--- src/design/acpi_seq_params.svh ---
`ifndef ACPI_SEQ_PARAMS_SVH
`define ACPI_SEQ_PARAMS_SVH

// ==========================================================================
// Clock rate
`define ACPI_CLK_HZ          20000000
`define ACPI_CLK_PER_US      (`ACPI_CLK_HZ / 1000000)

// ==========================================================================
// Times in microseconds
`define ACPI_POR_EXT_US      3300
`define ACPI_DEGLITCH_US     200
`define ACPI_MAIN_SETTLE_US  50000
`define ACPI_FAULT_DELAY_US  10

// ==========================================================================
// Derived cycle counts (all figures divide evenly at 20 MHz)
`define ACPI_POR_EXT_CYC     (`ACPI_POR_EXT_US * `ACPI_CLK_PER_US)
`define ACPI_DEGLITCH_CYC    (`ACPI_DEGLITCH_US * `ACPI_CLK_PER_US)
`define ACPI_MAIN_SETTLE_CYC (`ACPI_MAIN_SETTLE_US * `ACPI_CLK_PER_US)
`define ACPI_FAULT_DELAY_CYC (`ACPI_FAULT_DELAY_US * `ACPI_CLK_PER_US)

// ==========================================================================
// Pin levels and reset values
`define ACPI_MEMSEL_3V3      1'b1
`define ACPI_FAULT_ACTIVE    1'b1
`define ACPI_FAULT_FORCED    1'b0

`endif

--- src/design/acpi_seq_pkg.sv ---
package acpi_seq_pkg;

  // Decoded system power state
  typedef enum logic [1:0] {
    ST_ACTIVE,
    ST_S3,
    ST_S45
  } power_state_t;

  // Memory active-state pass device mode
  typedef enum logic [1:0] {
    MEM_DRIVE_OFF,
    MEM_DRIVE_REGULATE,
    MEM_DRIVE_FULL
  } mem_drive_t;

endpackage

--- src/design/rail_cmd_if.sv ---
`timescale 1ns/1ps
`default_nettype none

// Rail command bundle from the decoder to the output stage
interface rail_cmd_if;
  logic                     dual3v3On;
  logic                     dual5vOn;
  logic                     memOn;
  logic                     activeSwitch;
  logic                     standby5v;
  logic                     standby3v3Reg;
  logic                     memSleepPass;
  acpi_seq_pkg::mem_drive_t memDrive;

  modport source (
    output dual3v3On,
    output dual5vOn,
    output memOn,
    output activeSwitch,
    output standby5v,
    output standby3v3Reg,
    output memSleepPass,
    output memDrive
  );

  modport sink (
    input dual3v3On,
    input dual5vOn,
    input memOn,
    input activeSwitch,
    input standby5v,
    input standby3v3Reg,
    input memSleepPass,
    input memDrive
  );
endinterface

`default_nettype wire

--- src/design/delay_timer.sv ---
`timescale 1ns/1ps
`default_nettype none

// Saturating interval counter; expired stays high until restarted
module delay_timer #(
  parameter int unsigned CYCLES = 4
) (
  // Clock and reset
  input  wire logic clk,
  input  wire logic rst,
  // Control
  input  wire logic restart,
  // Status
  output logic      expired
);
  localparam int unsigned   W    = $clog2(CYCLES + 1);
  localparam logic [W-1:0]  LAST = W'(CYCLES);

  logic [W-1:0] count;

  // Count up while not restarted, hold at the end
  always_ff @(posedge clk) begin
    if (rst || restart) begin
      count <= '0;
    end else if (count != LAST) begin
      count <= count + W'(1);
    end
  end

  assign expired = (count == LAST) && !restart;
endmodule

`default_nettype wire

--- src/design/rail_decoder.sv ---
`timescale 1ns/1ps
`default_nettype none

// Maps state, latched enables and memory level onto rail commands
module rail_decoder (
  // Operating context
  input  wire logic                       railsAllowed,
  input  wire logic                       mainReady,
  input  wire acpi_seq_pkg::power_state_t state,
  // Latched configuration
  input  wire logic                       keep3v3SleepN,
  input  wire logic                       keep5vSleep,
  input  wire logic                       mem3v3,
  // Commands
  rail_cmd_if.source                      cmd
);
  logic isActive;
  logic isSleep;

  assign isActive = (state == acpi_seq_pkg::ST_ACTIVE);
  assign isSleep  = !isActive;

  // Rail targets; everything off while POR or shutdown holds
  always_comb begin
    cmd.dual3v3On = railsAllowed && ((state != acpi_seq_pkg::ST_S45) || !keep3v3SleepN);
    cmd.dual5vOn  = railsAllowed && (isActive || keep5vSleep);
    cmd.memOn     = railsAllowed && (state != acpi_seq_pkg::ST_S45);
  end

  // Switch drives; active paths wait for a settled main supply
  always_comb begin
    cmd.activeSwitch  = railsAllowed && isActive && mainReady;
    cmd.standby5v     = isSleep && cmd.dual5vOn;
    cmd.standby3v3Reg = isSleep && cmd.dual3v3On;
    cmd.memSleepPass  = isSleep && cmd.memOn;
    cmd.memDrive      = acpi_seq_pkg::MEM_DRIVE_OFF;
    if (cmd.memOn && isActive && mainReady) begin
      cmd.memDrive = mem3v3 ? acpi_seq_pkg::MEM_DRIVE_FULL : acpi_seq_pkg::MEM_DRIVE_REGULATE;
    end
  end
endmodule

`default_nettype wire

--- src/design/acpi_sleep_rail_sequencer.sv ---
// Contract
// - Hold internal reset until standby supply stays good for 3.3 ms.
// - Begin soft-start after reset release in any state, active or sleep.
// - Capture memory level 2.5V or 3.3V at each reset trip, keep it.
// - 3.3V dual on in active and S3; in S4/S5 follows low-active keep.
// - 5V dual on in active; in sleep on only when 5V keep is set.
// - Memory rail on in active and S3, off in S4/S5.
// - S5 low with S3 high is illegal; rails keep previous state.
// - Only active-to-sleep and sleep-to-active moves are accepted.
// - Keep enables follow only in active, reset or shutdown; frozen in sleep.
// - Sleep input change restarts 200 us deglitch; act at its end if valid.
// - Invalid inputs at deglitch end keep the last valid state.
// - Watch enabled memory, 3.3V dual and 5V dual rails for under-voltage once ramp is done.
// - Active states drive the shared active switch gate.
// - Sleep with 5V dual enabled turns on the standby 5V switch.
// - Active memory drive fully on for 3.3V, regulating for 2.5V.
// - S3 feeds memory through the internal pass path; S4/S5 leaves it off.
// - 12V sense decides whether main supply is present for active use.
// - Power-up into active keeps switches off until 50 ms after 12V good.
// - Soft-start held low shuts all rails and forces fault low.
// - Rail below 69 percent raises fault without shutting anything.
`timescale 1ns/1ps
`default_nettype none

`include "acpi_seq_params.svh"

module acpi_sleep_rail_sequencer #(
  parameter int unsigned POR_CYCLES        = `ACPI_POR_EXT_CYC,
  parameter int unsigned MAIN_READY_CYCLES = `ACPI_MAIN_SETTLE_CYC
) (
  // Clock and reset
  input  wire logic                      clk,
  input  wire logic                      rst,
  // Supply comparators
  input  wire logic                      standbySupplyGood,
  input  wire logic                      main12vGood,
  // Sleep requests and keep enables from the chipset
  input  wire logic                      s3RequestN,
  input  wire logic                      s5RequestN,
  input  wire logic                      keep_3v3_sleep_enable_n,
  input  wire logic                      keep_5v_sleep_enable,
  // Soft-start node status
  input  wire logic                      softStartHeldLow,
  input  wire logic                      softStartRampDone,
  // Under-voltage comparators (high when below 69 percent)
  input  wire logic                      memoryRailUnder,
  input  wire logic                      dual3v3RailUnder,
  input  wire logic                      dual5vRailUnder,
  // Shared fault and memory-select pin
  input  wire logic                      fault_and_memsel_pin_in,
  output logic                           fault_and_memsel_pin_out,
  output logic                           fault_and_memsel_pin_oe,
  // Rail drives
  output logic                           active_switch_drive,
  output logic                           standby_5v_switch_drive,
  output logic                           standby_3v3_regulator_drive,
  output var acpi_seq_pkg::mem_drive_t   memory_active_drive,
  output logic                           memorySleepPass,
  // Status
  output logic                           porAsserted,
  output logic                           softStartEnable,
  output logic                           memLevel3v3,
  output logic                           dual3v3RailOn,
  output logic                           dual5vRailOn,
  output logic                           memoryRailOn,
  output var acpi_seq_pkg::power_state_t powerState
);

  // ========================================================================
  // Internal signals
  logic                       porDone;
  logic                       porDonePrev;
  logic                       porRelease;
  logic                       mainReady;
  logic                       deglitchExpired;
  logic                       deglitchExpiredPrev;
  logic                       deglitchEnd;
  logic                       s3Prev;
  logic                       s5Prev;
  logic                       inputChange;
  logic                       reqValid;
  acpi_seq_pkg::power_state_t reqState;
  acpi_seq_pkg::power_state_t state;
  logic                       keep3v3Latched;
  logic                       keep5vLatched;
  logic                       mem3v3Latched;
  logic                       railsAllowed;
  logic                       underQualified;
  logic                       faultExpired;

  rail_cmd_if cmd ();

  // ========================================================================
  // Power-on reset extension
  // Counter restarts on every dip, so the supply must stay good throughout
  delay_timer #(
    .CYCLES (POR_CYCLES)
  ) u_por_timer (
    .clk     (clk),
    .rst     (rst),
    .restart (!standbySupplyGood),
    .expired (porDone)
  );

  // Release edge seeds the state and the memory level
  always_ff @(posedge clk) begin
    if (rst) begin
      porDonePrev <= 1'b0;
    end else begin
      porDonePrev <= porDone;
    end
  end

  assign porRelease = porDone && !porDonePrev;

  // ========================================================================
  // Main supply settle timer
  // Held in restart during POR so the settle window is always complete
  delay_timer #(
    .CYCLES (MAIN_READY_CYCLES)
  ) u_main_timer (
    .clk     (clk),
    .rst     (rst),
    .restart (!main12vGood || !porDone),
    .expired (mainReady)
  );

  // ========================================================================
  // Sleep input deglitch
  // Inputs are synchronous, so one sample register is enough
  always_ff @(posedge clk) begin
    if (rst) begin
      s3Prev <= 1'b1;
      s5Prev <= 1'b1;
    end else begin
      s3Prev <= s3RequestN;
      s5Prev <= s5RequestN;
    end
  end

  // S5 edges also restart: absorbs the S3-to-S5 lead on entry to S4/S5
  assign inputChange = (s3RequestN != s3Prev) || (s5RequestN != s5Prev);

  delay_timer #(
    .CYCLES (`ACPI_DEGLITCH_CYC)
  ) u_deglitch_timer (
    .clk     (clk),
    .rst     (rst),
    .restart (inputChange || !porDone),
    .expired (deglitchExpired)
  );

  // One evaluation pulse per settled change
  always_ff @(posedge clk) begin
    if (rst) begin
      deglitchExpiredPrev <= 1'b0;
    end else begin
      deglitchExpiredPrev <= deglitchExpired;
    end
  end

  assign deglitchEnd = deglitchExpired && !deglitchExpiredPrev;

  // ========================================================================
  // Request decode
  // S5 low with S3 high is not a request at all
  always_comb begin
    reqValid = 1'b1;
    reqState = acpi_seq_pkg::ST_ACTIVE;
    unique case ({s5RequestN, s3RequestN})
      2'b11: reqState = acpi_seq_pkg::ST_ACTIVE;
      2'b10: reqState = acpi_seq_pkg::ST_S3;
      2'b00: reqState = acpi_seq_pkg::ST_S45;
      2'b01: reqValid = 1'b0;
    endcase
  end

  // ========================================================================
  // Power state
  // Sleep-to-sleep moves are dropped; after reset release state only changes on deglitch end
  always_ff @(posedge clk) begin
    if (rst || !porDone) begin
      state <= acpi_seq_pkg::ST_S45;
    end else if (porRelease) begin
      state <= reqValid ? reqState : acpi_seq_pkg::ST_S45;
    end else if (deglitchEnd && reqValid) begin
      if ((state == acpi_seq_pkg::ST_ACTIVE) != (reqState == acpi_seq_pkg::ST_ACTIVE)) begin
        state <= reqState;
      end
    end
  end

  // ========================================================================
  // Keep enables and memory level latches
  // Transparent in active, POR and shutdown; frozen while asleep
  always_ff @(posedge clk) begin
    if (rst) begin
      keep3v3Latched <= 1'b1;
      keep5vLatched  <= 1'b0;
    end else if (!porDone || softStartHeldLow || (state == acpi_seq_pkg::ST_ACTIVE)) begin
      keep3v3Latched <= keep_3v3_sleep_enable_n;
      keep5vLatched  <= keep_5v_sleep_enable;
    end
  end

  // Pin is not driven during POR, so the select resistor sets its level
  always_ff @(posedge clk) begin
    if (rst) begin
      mem3v3Latched <= 1'b0;
    end else if (porRelease) begin
      mem3v3Latched <= (fault_and_memsel_pin_in == `ACPI_MEMSEL_3V3);
    end
  end

  // ========================================================================
  // Rail command decode
  assign railsAllowed = porDone && !softStartHeldLow;

  rail_decoder u_decoder (
    .railsAllowed  (railsAllowed),
    .mainReady     (mainReady),
    .state         (state),
    .keep3v3SleepN (keep3v3Latched),
    .keep5vSleep   (keep5vLatched),
    .mem3v3        (mem3v3Latched),
    .cmd           (cmd.source)
  );

  // ========================================================================
  // Output registers
  // Registered so every pin is glitch free against decode hazards
  always_ff @(posedge clk) begin
    if (rst) begin
      active_switch_drive         <= 1'b0;
      standby_5v_switch_drive     <= 1'b0;
      standby_3v3_regulator_drive <= 1'b0;
      memory_active_drive         <= acpi_seq_pkg::MEM_DRIVE_OFF;
      memorySleepPass             <= 1'b0;
      dual3v3RailOn               <= 1'b0;
      dual5vRailOn                <= 1'b0;
      memoryRailOn                <= 1'b0;
    end else begin
      active_switch_drive         <= cmd.activeSwitch;
      standby_5v_switch_drive     <= cmd.standby5v;
      standby_3v3_regulator_drive <= cmd.standby3v3Reg;
      memory_active_drive         <= cmd.memDrive;
      memorySleepPass             <= cmd.memSleepPass;
      dual3v3RailOn               <= cmd.dual3v3On;
      dual5vRailOn                <= cmd.dual5vOn;
      memoryRailOn                <= cmd.memOn;
    end
  end

  // Status mirrors
  always_ff @(posedge clk) begin
    if (rst) begin
      porAsserted     <= 1'b1;
      softStartEnable <= 1'b0;
      memLevel3v3     <= 1'b0;
      powerState      <= acpi_seq_pkg::ST_S45;
    end else begin
      porAsserted     <= !porDone;
      softStartEnable <= railsAllowed;
      memLevel3v3     <= mem3v3Latched;
      powerState      <= state;
    end
  end

  // ========================================================================
  // Under-voltage monitor and fault pin
  // Disabled rails and ramp-up are ignored to avoid false trips
  assign underQualified = softStartRampDone && railsAllowed &&
                          ((cmd.memOn && memoryRailUnder) ||
                           (cmd.dual3v3On && dual3v3RailUnder) ||
                           (cmd.dual5vOn && dual5vRailUnder));

  // Reporting delay filters short dips
  delay_timer #(
    .CYCLES (`ACPI_FAULT_DELAY_CYC)
  ) u_fault_timer (
    .clk     (clk),
    .rst     (rst),
    .restart (!underQualified),
    .expired (faultExpired)
  );

  // Fault only flags; it never feeds back into the rail commands
  always_ff @(posedge clk) begin
    if (rst) begin
      fault_and_memsel_pin_out <= `ACPI_FAULT_FORCED;
      fault_and_memsel_pin_oe  <= 1'b0;
    end else if (porDone && softStartHeldLow) begin
      fault_and_memsel_pin_out <= `ACPI_FAULT_FORCED;
      fault_and_memsel_pin_oe  <= 1'b1;
    end else if (faultExpired) begin
      fault_and_memsel_pin_out <= `ACPI_FAULT_ACTIVE;
      fault_and_memsel_pin_oe  <= 1'b1;
    end else begin
      fault_and_memsel_pin_out <= `ACPI_FAULT_FORCED;
      fault_and_memsel_pin_oe  <= 1'b0;
    end
  end

endmodule

`default_nettype wire

--- config.mk ---
export PLATFORM = sky130hd
export DESIGN_NAME = acpi_sleep_rail_sequencer
export DESIGN_NICKNAME = d
export VERILOG_FILES = /design/src/design/acpi_seq_pkg.sv /design/src/design/rail_cmd_if.sv /design/src/design/delay_timer.sv /design/src/design/rail_decoder.sv /design/src/design/acpi_sleep_rail_sequencer.sv
export VERILOG_INCLUDE_DIRS = /design/src /design/src/design
export SDC_FILE = /design/constraint.sdc
export NUM_CORES = 1
export LEC_CHECK = 0
export BUFFER_PORTS_ARGS = -buffer_cell sky130_fd_sc_hd__buf_4
export CAP_MARGIN = 20
export CORE_UTILIZATION = 59
export DETAILED_ROUTE_END_ITERATION = 16
export GPL_TIMING_DRIVEN = 0
export PLACE_DENSITY = 0.79
export SLEW_MARGIN = 20
export SYNTH_ARGS = -nofsm -noshare
export SYNTH_HDL_FRONTEND = slang
export SYNTH_SLANG_ARGS = --single-unit
--- constraint.sdc ---
create_clock -name clk -period 2 [get_ports clk]
set_input_delay 0.3 -clock clk [delete_from_list [all_inputs] [get_ports clk]]
set_output_delay 0.3 -clock clk [all_outputs]
set_load 0.05 [all_outputs]
Word level (Yosys, flattened, before mapping). Index checks and enable logic that the tools add are counted.

Add/sub/neg operators: 4. Mux-type cells: 9. Equality and inequality tests: 14. Bitwise gates (word level): 1. Reductions and logical operators: 57.

Operator list (number): $logic_and A1 B1 Y1 (24); $add A20 B1 Y20 const B (1); $eq A20 B20 Y1 const B (1); $ne A20 B20 Y1 const B (1); $add A17 B1 Y17 const B (1); $eq A17 B17 Y1 const B (1); $ne A17 B17 Y1 const B (1); $logic_or A1 B1 Y1 (14); $add A12 B1 Y12 const B (1); $eq A12 B12 Y1 const B (1); $ne A12 B12 Y1 const B (1); $logic_not A1 Y1 (11); $mux W2 (5); $add A8 B1 Y8 const B (1); $eq A8 B8 Y1 const B (1); $ne A8 B8 Y1 const B (1); $logic_not A2 Y1 (3); $pmux W2 S2 (1); $reduce_bool A2 Y1 (2); $reduce_or A2 Y1 (2); $mux W1 (3); $ne A1 B1 Y1 (3); $eq A2 B1 Y1 const B (1); $eq A2 B2 Y1 const B (1); other kinds (3) (3).

Logic and storage cells: 111. Register bits after elaboration: 82. Output and inout bits: 16. Input port bits: 14.

Longest topological paths before layout. Gate-level depths: netlist of the first run.

Depth in word-level cells: 11. Depth in mapped cells: 9. Depth with buffers taken out: 8.

Modules after synthesis. A second synthesis of the first run with hierarchy kept.

Cell total of the unflattened synthesis: 426. Area, all modules: 3808.7 µm².

Modules (own cells, without submodules): delay_timer at u_main_timer (area each 1014.7 µm², cells an instance 120, sequential area each 400.4 µm², times used 1); acpi_sleep_rail_sequencer (area each 867.1 µm², cells an instance 80, sequential area each 500.5 µm², times used 1); delay_timer at u_por_timer (area each 819.5 µm², cells an instance 97, sequential area each 340.3 µm², times used 1); delay_timer at u_deglitch_timer (area each 613.1 µm², cells an instance 71, sequential area each 240.2 µm², times used 1); delay_timer at u_fault_timer (area each 407.9 µm², cells an instance 45, sequential area each 160.2 µm², times used 1); rail_decoder (area each 86.3 µm², cells an instance 13, sequential area each 0.0 µm², times used 1).

Least setup slack after synthesis of the first run. No wires, ideal clock.

Kind: register to register. Start point: register u_por_timer.count[0]. End point: register standby_5v_switch_drive. Cell stages (with the launch flop): 8. Slack: 170 ps. Clock period less this slack: 1830 ps. Data required time: 1927 ps. Arrival time: 1757 ps. Library setup time: 73 ps. Path buffers: 0. Path through: dfxtp_1 inv_1 ha_1 nor4b_4 nand3_2 or2_4 or4b_4 nor3b_2.

Cells in the longest elaborated chain, start to end: 5.

RTL lines: start: declaration (RTL line delay_timer.sv:19) `logic [W-1:0] count;`; start signal: assignment (RTL line delay_timer.sv:26) `count <= count + W'(1);`; $eq A17 B17 Y1 (RTL line delay_timer.sv:30) `assign expired = (count == LAST) && !restart;`; $logic_and A1 B1 Y1 (RTL line delay_timer.sv:30); $logic_and A1 B1 Y1 (RTL line acpi_sleep_rail_sequencer.sv:217) `assign railsAllowed = porDone && !softStartHeldLow;`; $logic_and A1 B1 Y1 (RTL line rail_decoder.sv:26) `cmd.dual5vOn = railsAllowed && (isActive || keep5vSleep);`; $logic_and A1 B1 Y1 (RTL line rail_decoder.sv:33) `cmd.standby5v = isSleep && cmd.dual5vOn;`; end signal: assignment (RTL line acpi_sleep_rail_sequencer.sv:244) `standby_5v_switch_drive <= cmd.standby5v;`; end: declaration (RTL line acpi_sleep_rail_sequencer.sv:55) `output logic standby_5v_switch_drive,`.

No other way between the ends. A chain may end at the register's enable or synchronous reset.

Final worst setup path of the first run. Ends and elaborated chain as after synthesis.

==> results of run 1 <==
flip-flops by register name (all words and copies together) (netlist names), 2 cells and up:
signal and flops:
memory_active_drive 2, u_main_timer.count 20, state 2, powerState 2
u_fault_timer.count 8, u_deglitch_timer.count 12, u_por_timer.count 17
area by class of cell:
type	instances	area share
Multi-Input combinational cell	276	0.442
Clock inverter	6	0.0325
Inverter	14	0.0130
Buffer	8	0.00975
Timing Repair Buffer	34	0.0603
Tap cell	72	0.0213
Clock buffer	10	0.0325
Sequential cell	82	0.389
power groups by stage:
stage,Clock [mW],Combinational (mW),Sequential [mW]
after floorplan,0,0.0351,1.68
after global placement,0,0.0647,1.68
after detailed placement,0,0.0672,1.68
after CTS,1.60,0.0681,1.64
after global routing,1.68,0.0862,1.64
final,1.58,0.0800,1.64
worst paths after layout:
check                              start                 endpoint  slack, ns  cells past startpoint
setup reg to reg    u_por_timer.count[0]  standby_5v_switch_drive       0.05                      7
hold reg to reg   u_main_timer.count[11]   u_main_timer.count[11]       0.49                      2
hold / removal          softStartHeldLow             memoryRailOn       0.18                      2
setup / recovery    u_por_timer.count[0]  standby_5v_switch_drive       0.05                      7
routing by layer:
metal	wire length, microns	vias up	share of wire
li1	-	1384	-
met1	3280	1312	0.47
met2	3460	51	0.49
met3	262	5	0.037
met4	42	0	0.0060
met5	0	-	0
worst max-delay path, cell delays in order (launching register included):
cell	delay, ns
dfxtp_4	0.37
inv_4	0.06
ha_4	0.12
nor4b_4	0.27
nand3_2	0.13
or2_4	0.25
or4b_4	0.52
nor3b_2	0.17
cells in the final DEF (no fill, tap or decap), types with 9 or more instances in the layout:
master / Yosys / final
dfxtp_1: 82 / 80
nor2_1: 64 / 64
buf_4: 0 / 34
nand3_1: 28 / 27
xor2_1: 27 / 27
xnor2_1: 21 / 21
nand2_1: 19 / 17
inv_1: 14 / 12
a21oi_1: 13 / 12
clkbuf_8: 0 / 10
and3_1: 9 / 9
synthesized netlist by cell type (2+ instances only):
| library cell | instances |
|---|---|
| nand4_1 | 8 |
| nand3_1 | 28 |
| o21a_1 | 2 |
| clkbuf_1 | 3 |
| nor2_1 | 64 |
| o21ai_0 | 3 |
| or3_1 | 4 |
| nand2_1 | 19 |
| and3_1 | 9 |
| nand2b_1 | 3 |
| xor2_1 | 27 |
| ha_1 | 8 |
| a21oi_1 | 13 |
| buf_2 | 3 |
| xnor2_1 | 21 |
| and3_2 | 2 |
| nor2b_1 | 7 |
| inv_1 | 14 |
| mux2i_1 | 4 |
| or2_2 | 4 |
| nor4b_4 | 2 |
| nor4b_1 | 2 |
| nor3_1 | 8 |
| and2_1 | 3 |
| and4_1 | 2 |
| dfxtp_1 | 82 |
| nor4_2 | 2 |
| nor4bb_1 | 3 |
| nor4_1 | 6 |
| nand3b_1 | 2 |
| nand4b_1 | 3 |
| a211o_1 | 2 |
cell families after synthesis:
logic type | count (synthesis)
simple gates | 190
xor+xnor | 48
mux | 5
buf+inv | 22
fa+ha+maj | 8
flops | 82
compound gates | 25
repair_timing:
item                       CTS  global route
pin swaps                    2             2
setup buffers                1             5
setup endpoints to repair    8            24
hold endpoints to repair     0             0
resized for setup            3            23
hold buffers                 0             0
==> key figures, run 1 <==
Status
  • Status: complete, no violations

Yosys
  • Unique masters post-synth: 49
  • Post-synthesis register bit count: 82
  • Cell count after synthesis: 380
  • Post-Synth Simple-Gate Area: 0.299
  • Ys flop type: dfxtp_1
  • Largest family of logic cells by synthesized area: simple AND/OR/NAND/NOR gates
  • Mux contribution to synthesized area: 0.0146
  • Post-Synth Adder-Cell Area: 0.0286
  • Post-synth EDFFs: 0
  • Post-synthesis compound-gate area fraction: 0.0439
  • Synth Area in XOR/XNOR: 0.120
  • Synth Area per Inst: 9.22 sq um
  • Ranking of synthesized cells by area: dfxtp_1 (47%), nor2_1 (6.9%), xor2_1 (6.7%), xnor2_1 (5.3%), nand3_1 (4.0%)
  • Synthesized area: 0.00350 sq mm
  • Synth top area share: 0.469
  • Async S/R FF share, synth: 0
  • Area leader, netlist: dfxtp_1
  • Net Count, Synth: 402
  • Register area share after synthesis: 0.469
  • Ys Warns: 0

Power
  • Tot Pwr: 3.30 mW
  • Peak VDD IR: 0.662 mV
  • Sw Share: 0.190
  • Net Switching: 0.628 mW
  • Int Power: 2.67 mW
  • Sequential share of power: 0.498
  • Power per cell area: 780 mW/mm^2
  • Clock power frac: 0.478
  • Leak Pwr: 1.50 nW
  • Comb power frac: 0.024

Clocking
  • H-Tree Level Count: 3
  • Worst-skew pair later-pin latency: 0.34 ns
  • Worst-path clk slew: 0.08 ns
  • Clk sink count: 82
  • Clock buffer depth: 2
  • CTS Root Cell: clkbuf_8
  • Num CTS Buffers: 9
  • CTS tree: yes

Worst setup path
  • CP arrival: 2.23 ns
  • Worst-path fanout max: 4
  • CP Class: flop to flop
  • Crit end category: flop
  • CP Data Required Time: 2.28 ns
  • Startpoint types: flop

Timing
  • Slew headroom: 0.589
  • Skew final: 0.00712 ns
  • Worst hold margin: 0.182 ns
  • Fmax: 0.513 GHz
  • Final setup viols: 0
  • Final Critical Period: 1.95 ns
  • Hold Violations, Final: 0
  • Slew @ Worst Pin: 0.613 ns
  • RSZ-0062 raised after global routing: true
  • Setup TNS: 0 ns
  • Fin crit share: 0.974
  • Final setup margin: 0.0522 ns
  • Max Transition Viols Final: 0

Drt
  • Via count: 2752
  • Vias per cell: 5.48
  • Detailed-route DRC error count: 0
  • Routed length per instance: 14.0 microns
  • First-pass DRT Iterations: 4
  • Routed Antenna Nets: 0
  • Detailed Route WL: 7050 microns
  • Starting DRC count in detailed routing: 104

GRT
  • M3 GR Usage: 0.0851
  • Largest net degree at the start of global routing: 15
  • Initial antenna violation count: 0
  • First-pass GRT wire length: 11200 microns
  • Total gr overflow: 0
  • GR peak layer: met2
  • Total GRT Usage: 0.231
  • Vias in the first global route: 2497
  • Met2 Use GR: 0.377
  • Met1 Use GR: 0.293

Floorplanning
  • DIE AREA: 0.00625 sq mm
  • Die Y: 79.1 microns
  • Die X: 79.1 microns
  • Placeable Area: 0.00561 sq mm
  • Num ports: 30
  • Site row count: 27
  • Initial Util: 0.625

Layout
  • Non-filler cells, final: 502
  • Footprint of the multi-input gates: 0.00187 sq mm
  • Share of post-route cells with drive strength above 1: 0.200
  • Post-synthesis to final-layout area growth: 20.8%
  • FILL cells: 402
  • Post-route cell area: 0.00423 sq mm
  • Final core occ: 0.755
  • Nets: 447
  • Antenna cell count: 0
  • Seq. cell area: 0.00165 sq mm

Place
  • Area post-placement: 0.00380 sq mm
  • Gpl congestion: 0.787
  • HPWL Detailed: 4830 microns
  • Placed Cells: 480
  • Pre-CTS setup slack: -0.0502 ns
  • I/O Buffers: 28

Hold path
  • HP Class: primary input to flop

Run
  • Max Cap Viol: 0
Power figures use the tool's default switching activity.
==> run 2, diff against run 1 <==
--- a/config.mk
+++ b/config.mk
@@ -15,4 +15,5 @@
 export SLEW_MARGIN = 20
 export SYNTH_ARGS = -nofsm -noshare
 export SYNTH_HDL_FRONTEND = slang
+export SYNTH_HIERARCHICAL = 1
 export SYNTH_SLANG_ARGS = --single-unit
==> key figures, run 2 <==
Clocking
  • Clock buffer depth: 2
  • CTS tree: yes
  • CTS Hold Bufs: 0
  • H-Tree Level Count: 3
  • Worst-skew pair later-pin latency: 0.35 ns
  • CTS Root Cell: clkbuf_8
  • Worst-path clk slew: 0.08 ns
  • Num CTS Buffers: 9
  • Clk sink count: 82

Yosys
  • Post-synthesis register bit count: 82
  • Ys Warns: 6
  • Net Count, Synth: 448
  • Synth cell count leaders: dfxtp_1 (82), nor2_1 (37), a21oi_1 (28)
  • Async S/R FF share, synth: 0
  • Register area share after synthesis: 0.431
  • Ranking of synthesized cells by area: dfxtp_1 (43%), xor2_1 (3.9%), a21oi_1 (3.7%), nor2_1 (3.6%), nand3_1 (2.8%)
  • Synth top area share: 0.431
  • Synthesized area: 0.00381 sq mm
  • Unique masters post-synth: 59
  • Post-synth EDFFs: 0
  • Most common cell in the netlist: dfxtp_1
  • Cell count after synthesis: 426
  • Ys flop type: dfxtp_1
  • Synth Area per Inst: 8.94 sq um
  • Area leader, netlist: dfxtp_1

Timing
  • Fin crit share: 1.51
  • Max Transition Viols Final: 0
  • Skew final: 0.00980 ns
  • RSZ-0062 raised after global routing: true
  • Final Critical Period: 3.01 ns
  • Slew headroom: 0.511
  • Final setup margin: -1.01 ns
  • Slew @ Worst Pin: 0.724 ns
  • Fmax: 0.332 GHz
  • Hold Violations, Final: 0
  • Final setup viols: 61

Place
  • HPWL Detailed: 5430 microns
  • Gpl congestion: 0.825
  • Placed Cells: 530
  • I/O Buffers: 29
  • Pre-CTS setup slack: -1.32 ns

GRT
  • Largest net degree at the start of global routing: 14
  • Total GRT Usage: 0.261
  • Initial antenna violation count: 0
  • Vias in the first global route: 3017
  • Total gr overflow: 0
  • First-pass GRT wire length: 13500 microns

Drt
  • Routed length per instance: 15.6 microns
  • Detailed-route DRC error count: 0
  • Routed Antenna Nets: 0
  • Vias per cell: 5.96
  • First-pass DRT Iterations: 5
  • Via count: 3388
  • Detailed Route WL: 8880 microns
  • Starting DRC count in detailed routing: 182

Power
  • Comb power frac: 0.027
  • Peak VDD IR: 0.510 mV
  • Leak Pwr: 1.72 nW
  • Sequential share of power: 0.592
  • Sw Share: 0.228
  • Power per cell area: 568 mW/mm^2
  • Net Switching: 0.632 mW
  • Clock power frac: 0.381
  • Int Power: 2.14 mW

Hold path
  • HP Class: primary input to flop

Layout
  • Most common cell after layout, fill and taps aside: dfxtp_1
  • Antenna cell count: 0
  • Most frequent cells in the layout: dfxtp_1 (77), buf_4 (40), nor2_1 (24), nand2_1 (23), nand3_1 (20)
  • Largest register FFs: 20
  • Non-filler cells, final: 568
  • Largest regs: u_main_timer/count x20, u_por_timer/count x17, u_deglitch_timer/count x12
  • Reg with most FFs: u_main_timer/count
  • Post-synthesis to final-layout area growth: 28.2%
  • Share of post-route cells with drive strength above 1: 0.329
  • Nets: 510
  • FILL cells: 372

Floorplanning
  • Die Y: 82.3 microns
  • DIE AREA: 0.00678 sq mm
  • Num ports: 30
  • Die X: 82.3 microns
  • Placeable Area: 0.00606 sq mm
  • Site row count: 28
  • Initial Util: 0.628

Status
  • Status: complete, but fails checks
  • Failing checks: negative setup slack

Worst setup path
  • CP arrival: 3.29 ns
  • CP Data Required Time: 2.28 ns
  • Worst-path fanout max: 4
  • CP Class: flop to flop
  • Startpoint types: flop
  • Crit end category: flop

Run
  • Max Cap Viol: 0
-- run 2: kinds of logic (layout without fill, tap and decap cells) --
group	count (synthesis)	in the layout	synth area share
buf+inv	30	97	0.0329
mux	3	3	0.00788
simple gates	207	207	0.329
flops	82	82	0.431
compound gates	68	68	0.109
xor+xnor	28	28	0.0644
fa+ha+maj	8	8	0.0263
-- run 2: final cells by class --
cell class,instances,area [sq um],share of cell area
Sequential cell,82,1650,0.337
Timing Repair Buffer,53,467,0.0956
Inverter,17,68.8,0.0141
Clock buffer,10,138,0.0282
Tap cell,75,93.8,0.0192
Clock inverter,6,32.5,0.00666
Multi-Input combinational cell,314,2350,0.481
Buffer,11,85.1,0.0174
-- run 2: power by group through the flow --
stage               clock (mW)  sequential, mW  combinational (mW)
finish                    1.06            1.64              0.0743
global route              1.15            1.64              0.0806
CTS                       1.08            1.64              0.0713
detailed placement           0            1.68              0.0661
global placement             0            1.68              0.0643
floorplan                    0            1.68              0.0314
-- run 2: what timing repair did --
| action | in CTS | in global routing |
|---|---|---|
| buffers inserted | 18 | 9 |
| endpoints found under the setup margin | 60 | 60 |
| pin swaps | 20 | 13 |
| gates cloned | 2 | 0 |
| resized for setup | 52 | 34 |
-- run 2: layer usage --
layer / vias to the layer above / global-route usage / wire [microns]
li1: 1657 / - / -
met1: 1646 / 0.317 / 3850
met2: 67 / 0.446 / 4500
met3: 18 / 0.0473 / 332
met4: 0 / 0.119 / 198
met5: - / 0 / 0
-- run 2: worst max-delay path: stages (launching register included) --
cell,delay [ns]
dfxtp_2,0.34
or4b_4,0.53
or4_4,0.56
nor3_4,0.28
buf_4,0.16
buf_6,0.10
buf_6,0.10
nand2_4,0.04
or2_4,0.24
or4_1,0.50
o21ai_1,0.08
-- run 2: worst paths after layout --
kind	to	start	slack, ns	depth (start not counted)
setup / recovery	u_main_timer/count[19]	u_por_timer/count[15]	-1.01	10
hold / removal	softStartEnable	softStartHeldLow	0.15	2
setup reg to reg	u_main_timer/count[19]	u_por_timer/count[15]	-1.01	10
hold reg to reg	u_main_timer/count[19]	u_main_timer/count[19]	0.46	2
-- run 2: through the flow --
stage | cell area [sq um] | setup TNS (ns) | hold WS [ns] | util | power [mW]
floorplan | 3910 | -30.91 | 0.371 | - | 1.71
global placement | 4220 | -44.91 | 0.452 | 0.697 | 1.74
detailed placement | 4220 | -47.06 | 0.468 | 0.697 | 1.75
CTS | 4750 | -37.20 | 0.143 | 0.784 | 2.79
global route | 4880 | -48.15 | 0.141 | 0.806 | 2.87
finish | 4880 | -43.58 | 0.151 | 0.806 | 2.77
